$ cat src/hw/ptm_defs.vh
`ifndef PTM_DEFS_VH
`define PTM_DEFS_VH
// ==========================================================
// register byte offsets
`define PTM_OFF_CTRL     8'h00
`define PTM_OFF_CNT_LO   8'h04
`define PTM_OFF_HI_BUF   8'h08
`define PTM_OFF_PERIOD   8'h0C
`define PTM_OFF_STATUS   8'h10
`define PTM_OFF_INT_CLR  8'h14
`define PTM_OFF_INT_EN   8'h18
// ==========================================================
// counter_control field positions
`define PTM_B_RUN        0
`define PTM_B_SRC        1
`define PTM_B_BYPASS     2
`define PTM_B_PS_LO      3
`define PTM_B_PS_HI      4
`define PTM_B_ONESHOT    5
// ==========================================================
// reset values and encodings
`define PTM_RST_CTRL     6'h00
`define PTM_RST_COUNT    16'h0000
`define PTM_RST_PERIOD   16'hFFFF
`define PTM_RST_BYTE     8'h00
`define PTM_CNT_MAX      16'hFFFF
`define PTM_RESP_OKAY    2'h0
`define PTM_RESP_SLVERR  2'h2
// ==========================================================
// instruction phases, core clocks per instruction cycle
`define PTM_PH_ONE       2'h0
`define PTM_PH_TWO       2'h1
`define PTM_PH_FOUR      2'h3
`define PTM_SYNC_EDGE    3'h3
`endif

$ cat src/hw/ptm_timer.v
// Added by the designer: register access over AXI4-Lite and the register offsets.
`include "ptm_defs.vh"

module ptm_timer #(
   parameter ADDR_W = 8
) (
   input  wire              aclk,
   input  wire              aresetn,
   input  wire [ADDR_W-1:0] s_axi_awaddr,
   input  wire              s_axi_awvalid,
   output wire              s_axi_awready,
   input  wire [31:0]       s_axi_wdata,
   input  wire [3:0]        s_axi_wstrb,
   input  wire              s_axi_wvalid,
   output wire              s_axi_wready,
   output wire [1:0]        s_axi_bresp,
   output wire              s_axi_bvalid,
   input  wire              s_axi_bready,
   input  wire [ADDR_W-1:0] s_axi_araddr,
   input  wire              s_axi_arvalid,
   output wire              s_axi_arready,
   output wire [31:0]       s_axi_rdata,
   output wire [1:0]        s_axi_rresp,
   output wire              s_axi_rvalid,
   input  wire              s_axi_rready,
   input  wire              ext_count_input,
   input  wire              sev_reset_in,
   output wire              irq
);

   // ==========================================================
   // state
   reg [5:0]        ctrl_ff;
   reg [15:0]       count_ff;
   reg [7:0]        hi_buf_ff;
   reg [15:0]       period_ff;
   reg              flag_ff;
   reg              int_en_ff;
   reg [1:0]        ph_ff;
   reg [2:0]        samp_ff;
   reg              pend_ff;
   reg              ext_prev_ff;
   reg [2:0]        pre_ff;
   reg              aw_got_ff;
   reg              w_got_ff;
   reg [ADDR_W-1:0] awaddr_ff;
   reg [31:0]       wdata_ff;
   reg [3:0]        wstrb_ff;
   reg              bvalid_ff;
   reg [1:0]        bresp_ff;
   reg              rvalid_ff;
   reg [31:0]       rdata_ff;
   reg [1:0]        rresp_ff;

   // ==========================================================
   // prescale mask: terminal count of the divider
   // all mask bits set ends a division; mask zero ticks every event
   function [2:0] ps_mask;
      input [1:0] sel;
      begin
         case (sel)
            2'h0:    ps_mask = 3'h0;
            2'h1:    ps_mask = 3'h1;
            2'h2:    ps_mask = 3'h3;
            default: ps_mask = 3'h7;
         endcase
      end
   endfunction

   // address decode, used by read and write paths
   // full-width compare, so unaligned offsets get the error answer
   function is_reg;
      input [ADDR_W-1:0] a;
      input [7:0]        off;
      begin
         is_reg = (a == off[ADDR_W-1:0]);
      end
   endfunction

   // ==========================================================
   // control field views
   // bits above the one-shot bit are not stored and read as zero
   wire       run      = ctrl_ff[`PTM_B_RUN];
   wire       src_ext  = ctrl_ff[`PTM_B_SRC];
   wire       bypass   = ctrl_ff[`PTM_B_BYPASS];
   wire [1:0] ps_sel   = ctrl_ff[`PTM_B_PS_HI:`PTM_B_PS_LO];
   wire       one_shot = ctrl_ff[`PTM_B_ONESHOT];

   // ==========================================================
   // write channel: address and data taken in either order
   wire do_wr  = aw_got_ff && w_got_ff && !bvalid_ff;
   wire wr_ctl = do_wr && is_reg(awaddr_ff, `PTM_OFF_CTRL);
   wire wr_lo  = do_wr && is_reg(awaddr_ff, `PTM_OFF_CNT_LO);
   wire wr_hi  = do_wr && is_reg(awaddr_ff, `PTM_OFF_HI_BUF);
   wire wr_per = do_wr && is_reg(awaddr_ff, `PTM_OFF_PERIOD);
   wire wr_clr = do_wr && is_reg(awaddr_ff, `PTM_OFF_INT_CLR);
   wire wr_en  = do_wr && is_reg(awaddr_ff, `PTM_OFF_INT_EN);
   wire wr_ok  = wr_ctl | wr_lo | wr_hi | wr_per | wr_clr | wr_en
               | is_reg(awaddr_ff, `PTM_OFF_STATUS);
   wire b0     = wstrb_ff[0];

   assign s_axi_awready = !aw_got_ff && !bvalid_ff;
   assign s_axi_wready  = !w_got_ff && !bvalid_ff;
   assign s_axi_bvalid  = bvalid_ff;
   assign s_axi_bresp   = bresp_ff;

   // hold each half until both are present, then answer
   // the answer leaves two edges after the second half arrives
   always @(posedge aclk)
   begin
      if (!aresetn)
      begin
         aw_got_ff <= 1'b0;
         w_got_ff  <= 1'b0;
         awaddr_ff <= {ADDR_W{1'b0}};
         wdata_ff  <= 32'h0000_0000;
         wstrb_ff  <= 4'h0;
         bvalid_ff <= 1'b0;
         bresp_ff  <= `PTM_RESP_OKAY;
      end
      else
      begin
         if (s_axi_awvalid && s_axi_awready)
         begin
            aw_got_ff <= 1'b1;
            awaddr_ff <= s_axi_awaddr;
         end
         if (s_axi_wvalid && s_axi_wready)
         begin
            w_got_ff <= 1'b1;
            wdata_ff <= s_axi_wdata;
            wstrb_ff <= s_axi_wstrb;
         end
         if (do_wr)
         begin
            aw_got_ff <= 1'b0;
            w_got_ff  <= 1'b0;
            bvalid_ff <= 1'b1;
            bresp_ff  <= wr_ok ? `PTM_RESP_OKAY : `PTM_RESP_SLVERR;
         end
         else if (bvalid_ff && s_axi_bready)
            bvalid_ff <= 1'b0;
      end
   end

   // ==========================================================
   // read channel: one read in flight, registered data
   wire rd_take = s_axi_arvalid && s_axi_arready;
   wire rd_lo   = rd_take && is_reg(s_axi_araddr, `PTM_OFF_CNT_LO);

   assign s_axi_arready = !rvalid_ff;
   assign s_axi_rvalid  = rvalid_ff;
   assign s_axi_rdata   = rdata_ff;
   assign s_axi_rresp   = rresp_ff;

   reg [31:0] nxt_rdata;
   reg [1:0]  nxt_rresp;

   // read mux, unmapped and write-only answer zero
   // status is read-only: a write to it is accepted and dropped
   always @*
   begin
      nxt_rdata = 32'h0000_0000;
      nxt_rresp = `PTM_RESP_OKAY;
      if (is_reg(s_axi_araddr, `PTM_OFF_CTRL))
         nxt_rdata = {26'h000_0000, ctrl_ff};
      else if (is_reg(s_axi_araddr, `PTM_OFF_CNT_LO))
         nxt_rdata = {24'h00_0000, count_ff[7:0]};
      else if (is_reg(s_axi_araddr, `PTM_OFF_HI_BUF))
         nxt_rdata = {24'h00_0000, hi_buf_ff};
      else if (is_reg(s_axi_araddr, `PTM_OFF_PERIOD))
         nxt_rdata = {16'h0000, period_ff};
      else if (is_reg(s_axi_araddr, `PTM_OFF_STATUS))
         nxt_rdata = {31'h0000_0000, flag_ff};
      else if (is_reg(s_axi_araddr, `PTM_OFF_INT_EN))
         nxt_rdata = {31'h0000_0000, int_en_ff};
      else if (!is_reg(s_axi_araddr, `PTM_OFF_INT_CLR))
         nxt_rresp = `PTM_RESP_SLVERR;
   end

   always @(posedge aclk)
   begin
      if (!aresetn)
      begin
         rvalid_ff <= 1'b0;
         rdata_ff  <= 32'h0000_0000;
         rresp_ff  <= `PTM_RESP_OKAY;
      end
      else if (rd_take)
      begin
         rvalid_ff <= 1'b1;
         rdata_ff  <= nxt_rdata;
         rresp_ff  <= nxt_rresp;
      end
      else if (s_axi_rready)
         rvalid_ff <= 1'b0;
   end

   // ==========================================================
   // instruction phase and input edge detection
   wire [2:0] samp_new = {samp_ff[1:0], ext_count_input};
   wire       samp_now = (ph_ff == `PTM_PH_TWO) || (ph_ff == `PTM_PH_FOUR);
   wire       ph_one   = (ph_ff == `PTM_PH_ONE);

   // free phase counter, sample shift and pending increment
   // runs while stopped, so a start lands anywhere in the cycle
   always @(posedge aclk)
   begin
      if (!aresetn)
      begin
         ph_ff       <= `PTM_PH_ONE;
         samp_ff     <= 3'h0;
         pend_ff     <= 1'b0;
         ext_prev_ff <= 1'b0;
      end
      else
      begin
         ph_ff       <= ph_ff + 2'h1;
         ext_prev_ff <= ext_count_input;
         if (samp_now)
         begin
            samp_ff <= samp_new;
            // low then two highs marks one rising edge
            if (samp_new == `PTM_SYNC_EDGE)
               pend_ff <= 1'b1;
         end
         else if (ph_one)
            pend_ff <= 1'b0;
      end
   end

   // raw count event before the prescaler
   // bypass is an edge detect on aclk: pulses need one clock each way
   reg raw_evt;
   always @*
   begin
      if (!src_ext)
         raw_evt = ph_one;
      else if (bypass)
         raw_evt = ext_count_input && !ext_prev_ff;
      else
         raw_evt = ph_one && pend_ff;
   end

   // ==========================================================
   // prescaler
   wire [2:0] mask    = ps_mask(ps_sel);
   wire       tick    = run && raw_evt && ((pre_ff & mask) == mask);
   // trigger alone may start a stopped single-shot counter
   wire       sev_go  = sev_reset_in && one_shot && !run;
   wire       at_per  = (count_ff == period_ff);
   wire       at_max  = (count_ff == `PTM_CNT_MAX);
   wire       hit     = tick && (at_per || (!one_shot && at_max));

   // cleared while stopped, so a restart divides from zero
   always @(posedge aclk)
   begin
      if (!aresetn)
         pre_ff <= 3'h0;
      else if (wr_lo && b0)
         pre_ff <= 3'h0;
      else if (!run)
         pre_ff <= 3'h0;
      else if (raw_evt)
         pre_ff <= tick ? 3'h0 : pre_ff + 3'h1;
   end

   // ==========================================================
   // period pair, one byte lane per write strobe
   // no run interlock: a period written below the live count
   // is passed, and the count runs round before it matches
   wire [15:0] nxt_period;
   genvar      gi;

   generate
      for (gi = 0; gi < 2; gi = gi + 1)
      begin : g_per_lane
         // a lane moves only under its own strobe
         assign nxt_period[gi*8 +: 8] = (wr_per && wstrb_ff[gi])
                                      ? wdata_ff[gi*8 +: 8]
                                      : period_ff[gi*8 +: 8];
      end
   endgenerate

   // ==========================================================
   // count, buffer, period and control
   always @(posedge aclk)
   begin
      if (!aresetn)
      begin
         ctrl_ff   <= `PTM_RST_CTRL;
         count_ff  <= `PTM_RST_COUNT;
         hi_buf_ff <= `PTM_RST_BYTE;
         period_ff <= `PTM_RST_PERIOD;
      end
      else
      begin
         // control write touches no count state
         // a software write beats the hardware run clear or set
         if (wr_ctl && b0)
            ctrl_ff <= wdata_ff[5:0];
         else if (hit && one_shot)
            ctrl_ff[`PTM_B_RUN] <= 1'b0;
         else if (sev_go)
            ctrl_ff[`PTM_B_RUN] <= 1'b1;

         // low byte read snapshots the live high byte
         if (rd_lo)
            hi_buf_ff <= count_ff[15:8];
         else if (wr_hi && b0)
            hi_buf_ff <= wdata_ff[7:0];

         period_ff <= nxt_period;

         // software load beats trigger beats counting
         // a trigger clears the count in either mode, even stopped
         if (wr_lo && b0)
            count_ff <= {hi_buf_ff, wdata_ff[7:0]};
         else if (sev_reset_in)
            count_ff <= `PTM_RST_COUNT;
         else if (hit)
            count_ff <= `PTM_RST_COUNT;
         else if (tick)
            count_ff <= count_ff + 16'h0001;
      end
   end

   // ==========================================================
   // event flag and interrupt
   always @(posedge aclk)
   begin
      if (!aresetn)
      begin
         flag_ff   <= 1'b0;
         int_en_ff <= 1'b0;
      end
      else
      begin
         // a new hit wins over a clear in the same cycle
         // so an event under the clear is never lost
         if (hit)
            flag_ff <= 1'b1;
         else if (wr_clr && b0 && wdata_ff[0])
            flag_ff <= 1'b0;
         if (wr_en && b0)
            int_en_ff <= wdata_ff[0];
      end
   end

   // level output, high while an enabled flag is set
   assign irq = flag_ff && int_en_ff;

endmodule // ptm_timer

$ cat config.mk
export PLATFORM = sky130hd
export DESIGN_NAME = ptm_timer
export DESIGN_NICKNAME = d
export VERILOG_FILES = /design/src/hw/ptm_timer.v
export VERILOG_INCLUDE_DIRS = /design/src /design/src/hw
export SDC_FILE = /design/constraint.sdc
export NUM_CORES = 1
export LEC_CHECK = 0
export BUFFER_PORTS_ARGS = -buffer_cell sky130_fd_sc_hd__buf_2
export CAP_MARGIN = 20
export CORE_ASPECT_RATIO = 0.8
export CORE_MARGIN = 2
export CORE_UTILIZATION = 55
export DETAILED_ROUTE_END_ITERATION = 7
export GPL_ROUTABILITY_DRIVEN = 0
export PLACE_DENSITY = 0.85
export REMOVE_ABC_BUFFERS = 1
export SYNTH_ARGS = -nofsm -noshare
export SYNTH_HDL_FRONTEND = slang
export SYNTH_SLANG_ARGS = --single-unit
export TNS_END_PERCENT = 20
$ cat constraint.sdc
create_clock -name aclk -period 2.5 [get_ports aclk]
set_clock_uncertainty 0.05 [all_clocks]
set_input_delay 0.5 -clock aclk [delete_from_list [all_inputs] [get_ports aclk]]
set_output_delay 0.5 -clock aclk [all_outputs]
set_load 0.01 [all_outputs]
## Yosys cells after proc, flatten, opt, wreduce, memory -nomap -nowiden

Cells that the tools add are included.

| word-level totals | value |
|---|---|
| bits in registers | 123 |
| input port bits | 61 |
| output and inout port bits | 42 |
| word-level logic and storage cells | 148 |

| operators by class | value |
|---|---|
| $add $sub $neg | 3 |
| eq/ne operators | 21 |
| mux-type cells | 36 |
| bitwise gates (word level) | 9 |
| reduce and logical (&&, ||, !) cells | 56 |

Operators with widths:

| cell | number |
|---|---|
| 2-to-1 mux 16 bit | 8 |
| == test 8 x 5 -> 1 bit (second input constant) | 6 |
| logical AND 1 bit | 33 |
| == test 8 x 4 -> 1 bit (second input constant) | 4 |
| adder 16 x 1 -> 16 bit (second input constant) | 1 |
| == test 16 bit | 1 |
| == test 16 bit (second input constant) | 1 |
| == test 8 x 3 -> 1 bit (second input constant) | 2 |
| zero test 8 bit | 2 |
| 2-to-1 mux 1 bit | 16 |
| 2-to-1 mux 2 bit | 8 |
| 2-to-1 mux 8 bit | 2 |
| nonzero test 2 bit | 5 |
| case mux 3 bit (3 select lines) | 1 |
| zero test 1 bit | 7 |
| OR 1 bit | 6 |
| == test 2 x 1 -> 1 bit (second input constant) | 2 |
| == test 2 bit (second input constant) | 2 |
| zero test 2 bit | 2 |
| nonzero test 4 bit | 1 |
| adder 3 x 1 -> 3 bit (second input constant) | 1 |
| bitwise AND 3 bit | 1 |
| == test 3 x 2 -> 1 bit (second input constant) | 1 |
| == test 3 bit | 1 |
| 9 further kinds | 11 |

## Longest topological paths before layout

| depth | value |
|---|---|
| depth in word-level cells | 10 |
| mapped depth | 9 |
| gate-level depth less buffers | 7 |

## Worst setup path after synthesis

OpenSTA, ideal clock, no wires.

| path | value |
|---|---|
| kind | input to register |
| start | input s_axi_araddr[6] |
| end | register hi_buf_ff[3] |
| arrival | 1.962 ns |
| required time | 2.316 ns |
| path slack | 0.354 ns |
| cell stages on the path | 6 |
| buffers on the path | 1 |
| cells stage by stage | or4_1 > nor3_4 > nand4b_1 > buf_2 > nor2_1 > a211oi_1 |

| between the ends | value |
|---|---|
| longest elaborated chain between the ends | 3 |
| elaborated cells on any way between the ends | 4 |
| those cells by class | eq/ne: 1; mux: 1; reduce/logical: 2 |

Ends and longest elaborated chain:

| element | line | text |
|---|---|---|
| start: declaration | ptm_timer.v:19 | `input wire [ADDR_W-1:0] s_axi_araddr,` |
| == test 8 x 3 -> 1 bit * | ptm_timer.v:76 | `is_reg = (a == off[ADDR_W-1:0]);` |
| logical AND 1 bit * | ptm_timer.v:149 | `` wire rd_lo = rd_take && is_reg(s_axi_araddr, `PTM_OFF_CNT_LO); `` |
| 2-to-1 mux 8 bit / nonzero test 2 bit (equally long branches) | - |  |
| end signal: assignment | ptm_timer.v:293 | `` hi_buf_ff <= `PTM_RST_BYTE; `` |
| end signal: assignment | ptm_timer.v:309 | `hi_buf_ff <= count_ff[15:8];` |
| end signal: assignment | ptm_timer.v:311 | `hi_buf_ff <= wdata_ff[7:0];` |
| end: declaration | ptm_timer.v:35 | `reg [7:0] hi_buf_ff;` |

Mark *: on every way between the ends. The rest lies on a longest branch, timed or not.
A chain may end at the register's enable or synchronous reset.

## Final worst setup path

| path | value |
|---|---|
| start | register ph_ff[0] |
| end | register count_ff[8] |

| between the ends | value |
|---|---|
| longest elaborated chain between the ends | 10 |
| elaborated cells on any way between the ends | 11 |
| those cells by class | mux: 5; reduce/logical: 6 |

Ends and longest elaborated chain:

| element | line | text |
|---|---|---|
| start: declaration | ptm_timer.v:39 | `reg [1:0] ph_ff;` |
| start signal: assignment | ptm_timer.v:211 | `` ph_ff <= `PTM_PH_ONE; `` |
| start signal: assignment | ptm_timer.v:218 | `ph_ff <= ph_ff + 2'h1;` |
| zero test 2 bit (no source line) * | - |  |
| logical AND 1 bit | ptm_timer.v:242 | `raw_evt = ph_one && pend_ff;` |
| 2-to-1 mux 1 bit | ptm_timer.v:239 | `else if (bypass)` |
| 2-to-1 mux 1 bit * | ptm_timer.v:237 | `if (!src_ext)` |
| logical AND 1 bit * (2 in series) | ptm_timer.v:248 | `wire tick = run && raw_evt && ((pre_ff & mask) == mask);` |
| logical AND 1 bit | ptm_timer.v:253 | `wire hit = tick && (at_per \|\| (!one_shot && at_max));` |
| 2-to-1 mux 16 bit | ptm_timer.v:321 | `else if (hit)` |
| 2-to-1 mux 16 bit | ptm_timer.v:319 | `else if (sev_reset_in)` |
| 2-to-1 mux 16 bit | ptm_timer.v:317 | `if (wr_lo && b0)` |
| end signal: assignment | ptm_timer.v:318 | `count_ff <= {hi_buf_ff, wdata_ff[7:0]};` |
| end signal: assignment | ptm_timer.v:320 | `` count_ff <= `PTM_RST_COUNT; `` |
| end signal: assignment | ptm_timer.v:322 | `` count_ff <= `PTM_RST_COUNT; `` |
| end: declaration | ptm_timer.v:34 | `reg [15:0] count_ff;` |

Marks and branches as above.

==> results.json <==
{
  "status": "finished clean",
  "final_cell_mix": "dfxtp_1, nand2_1, buf_2, a21oi_1, nor2_1",
  "p_per_area_nw_per_um2": 623,
  "ioPinCount": 103,
  "dp_hpwl_um": 9200,
  "tns_ns": 0,
  "register_area_um2": 2100,
  "pwr-share-clk_pct": 43.0,
  "wirelength_um": 12800,
  "yosys_warnings": 0,
  "relSlewSlack_pct": 44.3,
  "route.detailed.drc": 0,
  "grt_max_degree": 75,
  "ys_ff_latch": 105,
  "wl_per_cell_um": 16.6,
  "syn_area_per_cell_um2": 8.52,
  "synth_compound_area_share_pct": 16.2,
  "final_common_cell": "dfxtp_1",
  "whs_endpoint": "s_axi_rvalid",
  "fin_crit_sh_pct": 95.6,
  "syn_to_final_growth_pct": 14.1,
  "rows": 31,
  "p_seq_share_pct": 48.9,
  "worst_ir_drop_vdd_uv": 656,
  "r2r_start": "ph_ff[0]",
  "yosysUniqueCellTypes": 66,
  "switching_share_pct": 24.6,
  "switching_power_mw": 0.886,
  "grt_remaining_overflow": 0,
  "cts_max_level": 3,
  "synth_top_family_by_area": "simple AND/OR/NAND/NOR gates",
  "drive_gt1_share_pct": 18.1,
  "die-area_um2": 10000,
  "place_area_um2": 5460,
  "fin_cells": 774,
  "required_ns": 2.74,
  "grt_pass1_vias": 4401,
  "final_util_pct": 64.4,
  "hp-start": "s_axi_rready",
  "setup_viol": 0,
  "cts_buffers": 9,
  "dpl.cell_count": 758,
  "drt-vias-per-instance": 5.93,
  "cts_tree": "done",
  "synthAdderAreaFrac_pct": 1.23,
  "hold_class": "primary input to flop",
  "fmax_mhz": 418,
  "min_period_ns": 2.39,
  "path_max_fanout": 22,
  "synth_edf_count": 0,
  "fillers": 740,
  "muxShareOfSynthArea_pct": 9.00,
  "timing.rr.end": "count_ff[8]",
  "start_kind": "flop",
  "multi_input_area_um2": 2710,
  "async_flop_share_pct": 0,
  "drt_iter0_drc": 476,
  "grt_usage_pct": 26.6,
  "worstSetupEndpointType": "flop",
  "ff2ff_setup_slack_ns": 0.11,
  "portBuffers": 66,
  "drv_cap": 0,
  "internal_power_mw": 2.72,
  "slew_violations": 0,
  "final.setup.worst_slack_ns": 0.110,
  "pwr-share-comb_pct": 8.1,
  "netlist_instances": 596,
  "reg2reg_depth": 8,
  "power_mw": 3.61,
  "cp.arrival_ns": 2.63,
  "min_path_cells": 2,
  "rsz0062_at_grt": "no",
  "clock_path_buffers": 2,
  "final-hold-violation-count": 0,
  "ys.flop_type": "dfxtp_1",
  "cts-resized-gates": 0,
  "yosys.area_share.xor_xnor_pct": 2.76,
  "holdBufCountCts": 0,
  "crit_type": "flop to flop",
  "die_x_um": 111,
  "grt_antenna_before_repair": 0,
  "syn_area_um2": 5080,
  "ys_seq_area_share_pct": 41.4,
  "ant_nets": 0,
  "place_ws_ns": 0.0851,
  "grt_pass1_wl_um": 21500,
  "cts-root-buf": "clkbuf_16",
  "insertion_delay_ns": 0.36,
  "start_util_pct": 56.4,
  "diodes": 0,
  "synthSimpleGateAreaFrac_pct": 22.7,
  "whs_ns": 0.284,
  "worstMarginPinSlew_ns": 0.829,
  "dr.pass1.iters": 5,
  "core_um2": 9000,
  "clock-sinks": 105,
  "fin_area_um2": 5790,
  "post_cts_buffers": 0,
  "vias": 4593,
  "leakagePower_nw": 2.47,
  "nets": 720,
  "die_y_um": 89.9,
  "clk_pin_slew_ns": 0.07
}
## worst max-delay path, cell delays in order, from the launching register on
cell and delay [ns]:
dfxtp_1 0.40, inv_1 0.08, ha_1 0.19, a21boi_0 0.15, o211ai_1 0.26, buf_4 0.30
o21bai_1 0.39, o311ai_0 0.29, o2bb2ai_1 0.20
## how the worst max path moves through the flow
| stage | from | end | slack (ns) | cells after the start |
|---|---|---|---|---|
| 2_1_floorplan | ph_ff[0] | count_ff[6] | 0.08 | 7 |
| 3_3_place_gp | count_ff[1] | ctrl_ff[0] | 0.16 | 7 |
| 3_5_place_dp | count_ff[1] | count_ff[8] | 0.09 | 7 |
| 4_1_cts | count_ff[1] | count_ff[8] | 0.09 | 7 |
| 5_1_grt | count_ff[1] | count_ff[8] | 0.002 | 7 |
| 6_report | ph_ff[0] | count_ff[8] | 0.11 | 8 |
## per-layer routing
layer | up-vias | global-route usage, % | routed length [um]
li1 | 2185 | - | -
met1 | 2143 | 35.3 | 5520
met2 | 224 | 42.3 | 5810
met3 | 41 | 7.15 | 1180
met4 | 0 | 8.74 | 312
met5 | - | 0 | 0
## synth_stat cells, types with 5 or more instances
cell type | instances | area, um2
nand2_1 | 103 | 387
nand4_1 | 10 | 62.6
xnor2_1 | 16 | 140
a211oi_1 | 9 | 67.6
o21ai_0 | 15 | 75.1
clkbuf_1 | 28 | 105
ha_1 | 5 | 62.6
inv_1 | 15 | 56.3
nand2b_1 | 5 | 31.3
mux4_2 | 5 | 113
nor2b_1 | 5 | 31.3
and2_1 | 8 | 50.1
buf_4 | 19 | 143
mux2i_1 | 31 | 310
a21oi_1 | 53 | 265
nor2_1 | 46 | 173
dfxtp_1 | 105 | 2100
nand3_1 | 15 | 75.1
nor3_1 | 7 | 35.0
a22oi_1 | 12 | 90.1
## flip-flops by register name, indices dropped and copies added (netlist names), 2 cells and up
register / count
count_ff: 16
period_ff: 16
s_axi_rdata: 16
wdata_ff: 16
awaddr_ff: 8
hi_buf_ff: 8
ctrl_ff: 6
pre_ff: 3
ph_ff: 2
samp_ff: 2
wstrb_ff: 2
## power by group through the flow
stage	combinational (mW)	sequential [mW]	clock, mW
2_1_floorplan	0.171	1.79	0
3_3_place_gp	0.276	1.80	0
3_5_place_dp	0.288	1.80	0
4_1_cts	0.290	1.76	1.57
5_1_grt	0.325	1.77	1.62
6_report	0.291	1.76	1.55
## kinds of logic after synthesis
kind of cell,Yosys count
AO/OA/AOI/OAI,128
XOR/XNOR,16
adder cells (fa/ha/maj),5
buffers and inverters,68
flip-flops,105
multiplexers,39
other,1
AND/OR/NAND/NOR,234
## cell type report
class / count / share of cell area, %
multi-input cells: 440 / 46.7
flip-flops and latches: 105 / 36.3
repair buffers: 83 / 7.91
clock buffers: 10 / 3.95
well taps: 115 / 2.48
clock inverters: 6 / 1.66
inverters: 15 / 0.972
Power figures use the tool's default switching activity.
